File: config.mk
export PLATFORM = sky130hd
export DESIGN_NAME = pfo_top
export DESIGN_NICKNAME = d
export VERILOG_FILES = /design/src/logic/pfo_pkg.sv /design/src/logic/pfo_deadtime.sv /design/src/logic/pfo_fault.sv /design/src/logic/pfo_top.sv
export SDC_FILE = /design/constraint.sdc
export NUM_CORES = 1
export LEC_CHECK = 0
export BUFFER_PORTS_ARGS = -buffer_cell sky130_fd_sc_hd__buf_2
export CAP_MARGIN = 25
export CORE_ASPECT_RATIO = 1.5
export CORE_MARGIN = 2
export CORE_UTILIZATION = 40
export DETAILED_ROUTE_END_ITERATION = 10
export PLACE_DENSITY_LB_ADDON = 0.3
export SKIP_CTS_REPAIR_TIMING = 1
export SLEW_MARGIN = 30
export SYNTH_ARGS = -nofsm -noshare
export SYNTH_HDL_FRONTEND = slang
export SYNTH_HIERARCHICAL = 1
export SYNTH_SLANG_ARGS = --single-unit
export TNS_END_PERCENT = 10
File: constraint.sdc
create_clock -name clock -period 4 [get_ports clock]
set_input_delay 1.2 -clock clock [delete_from_list [all_inputs] [get_ports clock]]
set_output_delay 1.2 -clock clock [all_outputs]
set_load 0.02 [all_outputs]
File: src/logic/pfo_pkg.sv
// Purpose: shared constants and types of the pwm fault/override block
// Assumes: classic wishbone, 32-bit data, byte addresses
// Notes:   16-bit registers sit in the low half of each word
package pfo_pkg;

   // ----------------------------------------------------------------
   // register byte offsets
   // ----------------------------------------------------------------
   localparam logic [7:0] OFS_DT_SEL   = 8'h00;
   localparam logic [7:0] OFS_FAULT_A  = 8'h04;
   localparam logic [7:0] OFS_FAULT_B  = 8'h08;
   localparam logic [7:0] OFS_OVERRIDE = 8'h0C;
   localparam logic [7:0] OFS_DUTY1    = 8'h10;
   localparam logic [7:0] OFS_DUTY2    = 8'h14;
   localparam logic [7:0] OFS_STATUS   = 8'h18;

   // ----------------------------------------------------------------
   // reset values and writable masks
   // ----------------------------------------------------------------
   localparam logic [15:0] RST_ZERO     = 16'h0000;
   localparam logic [15:0] RST_OVERRIDE = 16'hFF00;
   localparam logic [15:0] MASK_DT_SEL  = 16'h00FF;
   localparam logic [15:0] MASK_FAULT   = 16'hFF8F;
   localparam logic [15:0] MASK_FULL    = 16'hFFFF;

   // ----------------------------------------------------------------
   // field positions
   // ----------------------------------------------------------------
   localparam int FLT_EN_LSB   = 0;
   localparam int FLT_MODE_BIT = 7;
   localparam int FLT_PIN_LSB  = 8;
   localparam int OVR_PIN_LSB  = 0;
   localparam int OVR_SRC_LSB  = 8;
   localparam int STS_FAULT_A  = 0;
   localparam int STS_FAULT_B  = 1;

   // ----------------------------------------------------------------
   // dead-time prescaler: clock/4 up to clock/32
   // ----------------------------------------------------------------
   localparam int          PRE_WIDTH = 5;
   localparam logic [4:0]  PRE_FULL  = 5'h1F;
   localparam logic [1:0]  PRE_TOP   = 2'h3;

   // ----------------------------------------------------------------
   // fault tracker states
   // ----------------------------------------------------------------
   typedef enum logic [2:0] {
      FS_IDLE  = 3'b001,
      FS_LATCH = 3'b010,
      FS_CYCLE = 3'b100
   } pfo_fault_state_t;

endpackage : pfo_pkg

File: src/logic/pfo_deadtime.sv
// Purpose: complementary pair outputs with per-edge dead-time unit choice
// Assumes: raw pair waveforms come from the same clock
// Notes:   both pins of a pair stay off while dead time runs
`timescale 1ns/1ps
module pfo_deadtime #(
   parameter int PAIRS = 4
) (
   // clock and reset
   input  wire logic               clock,
   input  wire logic               reset,
   // waveform and mode
   input  wire logic [PAIRS-1:0]   raw,
   input  wire logic [PAIRS-1:0]   independent,
   input  wire logic [2*PAIRS-1:0] edge_src,
   // dead-time units
   input  wire logic [5:0]         unit_a_count,
   input  wire logic [1:0]         unit_a_scale,
   input  wire logic [5:0]         unit_b_count,
   input  wire logic [1:0]         unit_b_scale,
   // pair outputs
   output logic [PAIRS-1:0]        pin_hi,
   output logic [PAIRS-1:0]        pin_lo
);
   import pfo_pkg::*;

   logic [PRE_WIDTH-1:0] pre_ff;
   logic [PRE_WIDTH-1:0] nxt_pre;
   logic                 tick_a;
   logic                 tick_b;

   // ----------------------------------------------------------------
   // prescaler, one-cycle ticks per unit
   // ----------------------------------------------------------------
   always_comb begin
      nxt_pre = pre_ff + 5'h01;
      tick_a  = &(pre_ff | ~(PRE_FULL >> (PRE_TOP - unit_a_scale)));
      tick_b  = &(pre_ff | ~(PRE_FULL >> (PRE_TOP - unit_b_scale)));
   end

   always_ff @(posedge clock) begin
      if (reset)
         pre_ff <= 5'h00;
      else
         pre_ff <= nxt_pre;
   end

   // ----------------------------------------------------------------
   // per pair edge timing
   // ----------------------------------------------------------------
   for (genvar p = 0; p < PAIRS; p++) begin : g_pair
      logic       prev_ff;
      logic       use_b_ff;
      logic [5:0] cnt_ff;
      logic       hi_ff;
      logic       lo_ff;
      logic       nxt_use_b;
      logic [5:0] nxt_cnt;
      logic       nxt_hi;
      logic       nxt_lo;

      always_comb begin
         nxt_use_b = use_b_ff;
         nxt_cnt   = cnt_ff;
         if (independent[p]) begin
            nxt_cnt = 6'h00;
         end else if (raw[p] != prev_ff) begin
            nxt_use_b = raw[p] ? edge_src[2*p+1] : edge_src[2*p];
            nxt_cnt   = nxt_use_b ? unit_b_count : unit_a_count;
         end else if (cnt_ff != 6'h00 && (use_b_ff ? tick_b : tick_a)) begin
            nxt_cnt = cnt_ff - 6'h01;
         end
         if (independent[p]) begin
            nxt_hi = raw[p];
            nxt_lo = raw[p];
         end else begin
            nxt_hi = raw[p] & (nxt_cnt == 6'h00);
            nxt_lo = ~raw[p] & (nxt_cnt == 6'h00);
         end
      end

      always_ff @(posedge clock) begin
         if (reset) begin
            prev_ff  <= 1'b0;
            use_b_ff <= 1'b0;
            cnt_ff   <= 6'h00;
            hi_ff    <= 1'b0;
            lo_ff    <= 1'b0;
         end else begin
            prev_ff  <= raw[p];
            use_b_ff <= nxt_use_b;
            cnt_ff   <= nxt_cnt;
            hi_ff    <= nxt_hi;
            lo_ff    <= nxt_lo;
         end
      end

      assign pin_hi[p] = hi_ff;
      assign pin_lo[p] = lo_ff;
   end

endmodule : pfo_deadtime

File: src/logic/pfo_fault.sv
// Purpose: one fault input: synchroniser and latched / cycle-by-cycle tracking
// Assumes: fault pin is active low and asynchronous
// Notes:   latched fault leaves on a clear request while the pin is inactive
`timescale 1ns/1ps
module pfo_fault (
   // clock and reset
   input  wire logic clock,
   input  wire logic reset,
   // pin and control
   input  wire logic fault_n,
   input  wire logic limit_mode,
   input  wire logic clear_req,
   input  wire logic period_start,
   // state
   output logic      active
);
   import pfo_pkg::*;

   logic             meta_ff;
   logic             sync_ff;
   pfo_fault_state_t state_ff;
   pfo_fault_state_t nxt_state;
   logic             asserted;

   // ----------------------------------------------------------------
   // two-stage synchroniser
   // ----------------------------------------------------------------
   always_ff @(posedge clock) begin
      if (reset) begin
         meta_ff <= 1'b1;
         sync_ff <= 1'b1;
      end else begin
         meta_ff <= fault_n;
         sync_ff <= meta_ff;
      end
   end

   assign asserted = ~sync_ff;

   // ----------------------------------------------------------------
   // tracker
   // ----------------------------------------------------------------
   always_comb begin
      nxt_state = state_ff;
      case (state_ff)
         FS_IDLE: begin
            if (asserted)
               nxt_state = limit_mode ? FS_CYCLE : FS_LATCH;
         end
         FS_LATCH: begin
            if (clear_req && !asserted)
               nxt_state = FS_IDLE;
         end
         FS_CYCLE: begin
            if (!asserted && period_start)
               nxt_state = FS_IDLE;
         end
         default: nxt_state = FS_IDLE;
      endcase
   end

   always_ff @(posedge clock) begin
      if (reset)
         state_ff <= FS_IDLE;
      else
         state_ff <= nxt_state;
   end

   assign active = (state_ff != FS_IDLE);

endmodule : pfo_fault

File: src/logic/pfo_top.sv
// Purpose: pwm fault handling, output override, dead-time select, duty 1/2
// Assumes: time base, pair mode and dead-time unit settings arrive as inputs
// Notes:   registers over classic wishbone, one word each
//
// Notes on behaviour
// - select bit one picks unit B
// - dead-time select upper byte reads zero
// - fault A forces pins to programmed states
// - fault A mode: cycle limit or latched
// - per-pair enable for fault A
// - fault B own states and mode
// - per-pair enable for fault B
// - fault registers bits six-four read zero
// - source select: pwm or manual, resets one
// - manual level drives pin, resets zero
// - duty one, 16-bit, resets zero
// - duty two, 16-bit, resets zero
// - fault and select fields reset zero
// - override changes follow period start optionally
// - dead-time units count with prescaled ticks
// - pair complementary with dead time, or independent
`timescale 1ns/1ps
module pfo_top (
   // clock and reset
   input  wire logic        clock,
   input  wire logic        reset,
   // wishbone slave
   input  wire logic        wb_cyc_i,
   input  wire logic        wb_stb_i,
   input  wire logic        wb_we_i,
   input  wire logic [7:0]  wb_adr_i,
   input  wire logic [3:0]  wb_sel_i,
   input  wire logic [31:0] wb_dat_i,
   output logic [31:0]      wb_dat_o,
   output logic             wb_ack_o,
   // time base and generators 3/4
   input  wire logic [14:0] tb_count,
   input  wire logic        period_start,
   input  wire logic [1:0]  pair34_raw,
   // pair mode and sync
   input  wire logic [3:0]  pair_independent_select,
   input  wire logic        override_sync_select,
   // dead-time units
   input  wire logic [5:0]  deadtime_unit_a_count,
   input  wire logic [1:0]  deadtime_unit_a_scale,
   input  wire logic [5:0]  deadtime_unit_b_count,
   input  wire logic [1:0]  deadtime_unit_b_scale,
   // fault pins
   input  wire logic        fault_a_n,
   input  wire logic        fault_b_n,
   // pwm pins
   output logic [7:0]       pwm_pin
);
   import pfo_pkg::*;

   logic [15:0] dt_sel_ff;
   logic [15:0] fault_a_ff;
   logic [15:0] fault_b_ff;
   logic [15:0] ovr_ff;
   logic [15:0] duty1_ff;
   logic [15:0] duty2_ff;
   logic [15:0] eff_ovr_ff;
   logic        ack_ff;
   logic [31:0] rdata_ff;
   logic [7:0]  pin_ff;
   logic [15:0] nxt_dt_sel;
   logic [15:0] nxt_fault_a;
   logic [15:0] nxt_fault_b;
   logic [15:0] nxt_ovr;
   logic [15:0] nxt_duty1;
   logic [15:0] nxt_duty2;
   logic [15:0] nxt_eff_ovr;
   logic        nxt_ack;
   logic [31:0] nxt_rdata;
   logic [7:0]  nxt_pin;
   logic        wr_now;
   logic        clr_a;
   logic        clr_b;
   logic        flt_a_act;
   logic        flt_b_act;
   logic [3:0]  raw;
   logic [3:0]  dt_hi;
   logic [3:0]  dt_lo;
   logic [7:0]  pwm_base;

   // ----------------------------------------------------------------
   // byte-lane merge with writable mask
   // ----------------------------------------------------------------
   function automatic logic [15:0] lane_wr(input logic [15:0] cur,
                                           input logic [15:0] wdat,
                                           input logic [1:0]  sel,
                                           input logic [15:0] mask);
      logic [15:0] merged;
      merged[7:0]  = sel[0] ? wdat[7:0] : cur[7:0];
      merged[15:8] = sel[1] ? wdat[15:8] : cur[15:8];
      return merged & mask;
   endfunction : lane_wr

   // ----------------------------------------------------------------
   // bus handshake and register writes
   // ----------------------------------------------------------------
   assign wr_now = wb_cyc_i & wb_stb_i & wb_we_i & ack_ff;
   assign clr_a  = wr_now && (wb_adr_i == OFS_FAULT_A);
   assign clr_b  = wr_now && (wb_adr_i == OFS_FAULT_B);

   always_comb begin
      nxt_ack     = wb_cyc_i & wb_stb_i & ~ack_ff;
      nxt_dt_sel  = dt_sel_ff;
      nxt_fault_a = fault_a_ff;
      nxt_fault_b = fault_b_ff;
      nxt_ovr     = ovr_ff;
      nxt_duty1   = duty1_ff;
      nxt_duty2   = duty2_ff;
      if (wr_now) begin
         case (wb_adr_i)
            OFS_DT_SEL: begin
               nxt_dt_sel = lane_wr(dt_sel_ff, wb_dat_i[15:0], wb_sel_i[1:0],
                                    MASK_DT_SEL);
            end
            OFS_FAULT_A: begin
               nxt_fault_a = lane_wr(fault_a_ff, wb_dat_i[15:0], wb_sel_i[1:0],
                                     MASK_FAULT);
            end
            OFS_FAULT_B: begin
               nxt_fault_b = lane_wr(fault_b_ff, wb_dat_i[15:0], wb_sel_i[1:0],
                                     MASK_FAULT);
            end
            OFS_OVERRIDE: begin
               nxt_ovr = lane_wr(ovr_ff, wb_dat_i[15:0], wb_sel_i[1:0], MASK_FULL);
            end
            OFS_DUTY1: begin
               nxt_duty1 = lane_wr(duty1_ff, wb_dat_i[15:0], wb_sel_i[1:0],
                                   MASK_FULL);
            end
            OFS_DUTY2: begin
               nxt_duty2 = lane_wr(duty2_ff, wb_dat_i[15:0], wb_sel_i[1:0],
                                   MASK_FULL);
            end
            default: begin
               nxt_duty2 = duty2_ff;
            end
         endcase
      end
   end

   // ----------------------------------------------------------------
   // read data, captured with ack
   // ----------------------------------------------------------------
   always_comb begin
      nxt_rdata = rdata_ff;
      if (nxt_ack) begin
         case (wb_adr_i)
            OFS_DT_SEL:   nxt_rdata = {16'h0000, dt_sel_ff};
            OFS_FAULT_A:  nxt_rdata = {16'h0000, fault_a_ff};
            OFS_FAULT_B:  nxt_rdata = {16'h0000, fault_b_ff};
            OFS_OVERRIDE: nxt_rdata = {16'h0000, ovr_ff};
            OFS_DUTY1:    nxt_rdata = {16'h0000, duty1_ff};
            OFS_DUTY2:    nxt_rdata = {16'h0000, duty2_ff};
            OFS_STATUS:   nxt_rdata = {30'h00000000, flt_b_act, flt_a_act};
            default:      nxt_rdata = 32'h00000000;
         endcase
      end
   end

   always_ff @(posedge clock) begin
      if (reset) begin
         ack_ff     <= 1'b0;
         rdata_ff   <= 32'h00000000;
         dt_sel_ff  <= RST_ZERO;
         fault_a_ff <= RST_ZERO;
         fault_b_ff <= RST_ZERO;
         ovr_ff     <= RST_OVERRIDE;
         duty1_ff   <= RST_ZERO;
         duty2_ff   <= RST_ZERO;
      end else begin
         ack_ff     <= nxt_ack;
         rdata_ff   <= nxt_rdata;
         dt_sel_ff  <= nxt_dt_sel;
         fault_a_ff <= nxt_fault_a;
         fault_b_ff <= nxt_fault_b;
         ovr_ff     <= nxt_ovr;
         duty1_ff   <= nxt_duty1;
         duty2_ff   <= nxt_duty2;
      end
   end

   assign wb_ack_o = ack_ff;
   assign wb_dat_o = rdata_ff;

   // ----------------------------------------------------------------
   // fault inputs
   // ----------------------------------------------------------------
   pfo_fault u_fault_a (
      .clock        (clock),
      .reset        (reset),
      .fault_n      (fault_a_n),
      .limit_mode   (fault_a_ff[FLT_MODE_BIT]),
      .clear_req    (clr_a),
      .period_start (period_start),
      .active       (flt_a_act)
   );

   pfo_fault u_fault_b (
      .clock        (clock),
      .reset        (reset),
      .fault_n      (fault_b_n),
      .limit_mode   (fault_b_ff[FLT_MODE_BIT]),
      .clear_req    (clr_b),
      .period_start (period_start),
      .active       (flt_b_act)
   );

   // ----------------------------------------------------------------
   // raw waveforms and dead time
   // ----------------------------------------------------------------
   assign raw = {pair34_raw, ({1'b0, tb_count} < duty2_ff), ({1'b0, tb_count} < duty1_ff)};

   pfo_deadtime #(
      .PAIRS (4)
   ) u_deadtime (
      .clock        (clock),
      .reset        (reset),
      .raw          (raw),
      .independent  (pair_independent_select),
      .edge_src     (dt_sel_ff[7:0]),
      .unit_a_count (deadtime_unit_a_count),
      .unit_a_scale (deadtime_unit_a_scale),
      .unit_b_count (deadtime_unit_b_count),
      .unit_b_scale (deadtime_unit_b_scale),
      .pin_hi       (dt_hi),
      .pin_lo       (dt_lo)
   );

   assign pwm_base = {dt_hi[3], dt_lo[3], dt_hi[2], dt_lo[2],
                      dt_hi[1], dt_lo[1], dt_hi[0], dt_lo[0]};

   // ----------------------------------------------------------------
   // override copy and pin priority
   // ----------------------------------------------------------------
   always_comb begin
      nxt_eff_ovr = eff_ovr_ff;
      if (!override_sync_select || period_start)
         nxt_eff_ovr = ovr_ff;
      for (int i = 0; i < 8; i++) begin
         if (eff_ovr_ff[OVR_SRC_LSB + i])
            nxt_pin[i] = pwm_base[i];
         else
            nxt_pin[i] = eff_ovr_ff[OVR_PIN_LSB + i];
         if (flt_b_act && fault_b_ff[FLT_EN_LSB + i/2])
            nxt_pin[i] = fault_b_ff[FLT_PIN_LSB + i];
         if (flt_a_act && fault_a_ff[FLT_EN_LSB + i/2])
            nxt_pin[i] = fault_a_ff[FLT_PIN_LSB + i];
      end
   end

   always_ff @(posedge clock) begin
      if (reset) begin
         eff_ovr_ff <= RST_OVERRIDE;
         pin_ff     <= 8'h00;
      end else begin
         eff_ovr_ff <= nxt_eff_ovr;
         pin_ff     <= nxt_pin;
      end
   end

   assign pwm_pin = pin_ff;

endmodule : pfo_top

==> flow_summary.yaml <==
power_and_ir_drop:
  switching_share_pct: 28.2
  cell_internal_pwr_mw: 2.88
  power.density_nw_per_um2: 350
  clock_power_share_pct: 40.6
  p_seq_share_pct: 45.9
  irDropWorstVdd_v: 0.000298
  power.leakage_nw: 4.63
  pwr-share-comb_pct: 13.6
  switching_power_mw: 1.13
placed_design:
  placed_area_um2: 10800
  hpwlAfterDp_um: 21400
  gp_congestion: 0.870
  portBuffers: 96
logic_synthesis:
  synth.most_common_cell: "nand2_1"
  yosys-top-cells-count: "194 x nand2_1, 178 x dfxtp_1, 96 x nor2_1, 92 x a21oi_1, 65 x mux2i_1"
  synth_seq_area_share_pct: 35.9
  yosysWarnings: 6
  netlist.area_leader.share_pct: 35.9
  yosys_most_used_dff: "dfxtp_1"
  synth-edff-count: 0
  ys_ff_latch: 178
  syn_inst: 1186
  synth_area_leaders: "dfxtp_1 36%, nand2_1 7.3%, mux2i_1 6.6%, ha_1 4.7%, a21oi_1 4.6%"
  syn_area_um2: 9930
  synth_top_cell_by_area: "dfxtp_1"
  syn_area_per_cell_um2: 8.37
  ys_async_sr_fraction_pct: 0
  synth_cell_type_count: 96
run_status:
  outcome: "finished, final reports clean"
finish:
  finalInstanceArea_um2: 11400
  nNetsFinal: 1409
  postLayoutCoreUtil_pct: 47.0
  fillers: 2464
  drive_gt1_share_pct: 19.3
  synthToLayoutAreaGrowth_pct: 15.3
clocking:
  htreeDepth: 4
  clkTransAtPathRegs_ps: 70
  cts_sinks: 178
  cts_tree: "done"
  clk-insertion-delay-late_ps: 440
  root_buffer: "clkbuf_16"
  clock_path_buffers: 2
  cts_buffers: 17
global_routing:
  grt_usage_pct: 21.5
  first_global_vias: 8568
  grt_pass1_wl_um: 44500
  grt_max_degree: 84
  overflow: 0
  antenna_found_initial: 1
floorplan:
  io_pins: 131
  initial_core_util_pct: 40.8
  die_area_um2: 26100
  rows: 70
  core_um2: 24300
  die_y_um: 197
  dieWidth_um: 133
worst_setup_path:
  cp_data_arrival_time_ps: 4210
  path_common_cell: "buf_4"
  crit_path_end_kind: "flip-flop"
  cp_slowest_stage_delay_ps: 310
  crit_path_max_fanout: 4
  timing.rr.start: "duty1_ff[9]$_SDFFE_PP0P_"
  path_class: "in -> reg"
  cp-start-kind: "input pin"
  crit_start: "tb_count[9]"
  cp.required_ps: 4320
  critical-path-slowest-cell: "ha_1"
  crit_chain: "buf_2, buf_4, ha_1, a21oi_2, nor2_1, a211oi_2, o22ai_1, a21oi_1, buf_4, buf_4, nor2_1, a21oi_1, o22ai_2, or2_2, o221ai_1, nor4_2, buf_4, nor3b_2"
timing:
  hold_viol: 0
  worstMarginPinSlew_ps: 692
  finalCritPeriodShare_pct: 97.3
  slew_headroom_pct: 53.5
  finClkSkew_ps: 11.0
  setup_violations: 0
  finalSetupTns_ps: 0
  whs_ps: 409
  slew_viol_final: 0
  finalCriticalPeriod_ps: 3890
  rsz0062_at_grt: "true"
  max_freq_mhz: 257
run:
  maxCapViolations: 0
routing:
  vias: 8884
  routed_via_density: 5.48
  wirelength_um: 28100
  wl_per_cell_um: 17.3
  dr.pass1.iters: 6
  drtIter0Drc: 598
  remaining_drc_errors: 0
  final_antenna_net_count: 0
worst_hold_path:
  worstHoldStart: "u_fault_b/meta_ff$_SDFF_PP1_"
  hold_class: "reg -> reg"
## sequential cells by signal, indices dropped and copies added, names as in the netlist, 3 cells and up
name,count
fault_b_ff,13
u_deadtime/g_pair.lo_ff,4
u_deadtime/g_pair.use_b_ff,4
u_deadtime/g_pair.prev_ff,4
duty1_ff,16
ovr_ff,16
u_deadtime/g_pair.hi_ff,4
fault_a_ff,13
u_deadtime/pre_ff,5
dt_sel_ff,8
wb_dat_o,16
u_fault_b/state_ff,3
duty2_ff,16
u_fault_a/state_ff,3
pwm_pin,8
eff_ovr_ff,16
u_deadtime/g_pair.cnt_ff,24
## power by group through the flow
stage	Clock, mW	Combinational (mW)	Sequential [mW]
after floorplan	0	0.350	1.87
after detailed placement	0	0.530	1.88
after global placement	0	0.524	1.88
after CTS	1.66	0.533	1.84
final	1.63	0.544	1.84
after global routing	1.73	0.599	1.84
## layout by cell type (no fill, tap or decap), drive strengths merged, types with 18 or more instances in the layout
| cell type | count |
|---|---|
| nor3 | 30 |
| nor2 | 99 |
| inv | 55 |
| mux2i | 66 |
| nand3 | 36 |
| nand3b | 18 |
| nand2 | 195 |
| a21oi | 92 |
| a221oi | 25 |
| clkbuf | 19 |
| buf | 146 |
| nor2b | 26 |
| dfxtp | 178 |
| ha | 37 |
## through the flow
stage,worst slack [ps],std cells,power (mW)
detailed placement,-532,1587,2.41
finish,109,1620,4.01
global placement,-484,1587,2.40
CTS,-112,1619,4.03
floorplan,14.9,1201,2.22
global route,-52.9,1619,4.17
## cell type report
type                            instances  area [um2]  share of cell area (%)
Multi-Input combinational cell        892        5850                    51.2
Inverter                               47         176                    1.54
Tap cell                              324         405                    3.54
Clock buffer                           19         453                    3.96
Timing Repair Buffer                  146         871                    7.61
Antenna cell                            1        2.50                  0.0219
Clock inverter                         13         115                    1.01
Sequential cell                       178        3560                    31.1
## final timing paths
path | to | slack, ps | depth (start not counted)
hold reg to reg | u_fault_b/sync_ff$_SDFF_PP1_ | 410 | 1
setup / recovery | u_deadtime/g_pair[1].lo_ff$_SDFF_PP0_ | 110 | 18
setup reg to reg | u_deadtime/g_pair[0].lo_ff$_SDFF_PP0_ | 610 | 15
hold / removal | u_fault_b/sync_ff$_SDFF_PP1_ | 410 | 1
## critical path, delay by kind of cell
kind / cells / cell delay, ps
AO/OA/AOI/OAI: 7 / 1380
adder cells (fa/ha/maj): 1 / 310
buffers and inverters: 5 / 650
AND/OR/NAND/NOR: 5 / 660
## kinds of logic (layout without fill, tap and decap cells)
group	count (synthesis)	count (layout)	synth area share (%)
AO/OA/AOI/OAI	259	259	18.1
XOR/XNOR	21	21	1.93
adder cells (fa/ha/maj)	37	37	4.66
buffers and inverters	131	225	6.38
flip-flops	178	178	35.9
multiplexers	82	82	8.63
other	1	17	0.0378
AND/OR/NAND/NOR	477	477	24.4
## routing by layer
layer | track usage [%] | vias to the layer above | part of all wire (%)
met5 | 0 | - | 0
met4 | 9.48 | 0 | 3.4
met3 | 3.88 | 51 | 4.5
li1 | - | 4382 | -
met2 | 39.1 | 283 | 52
met1 | 24.2 | 4168 | 40
Note: power is estimated with default switching activity, not from simulation.
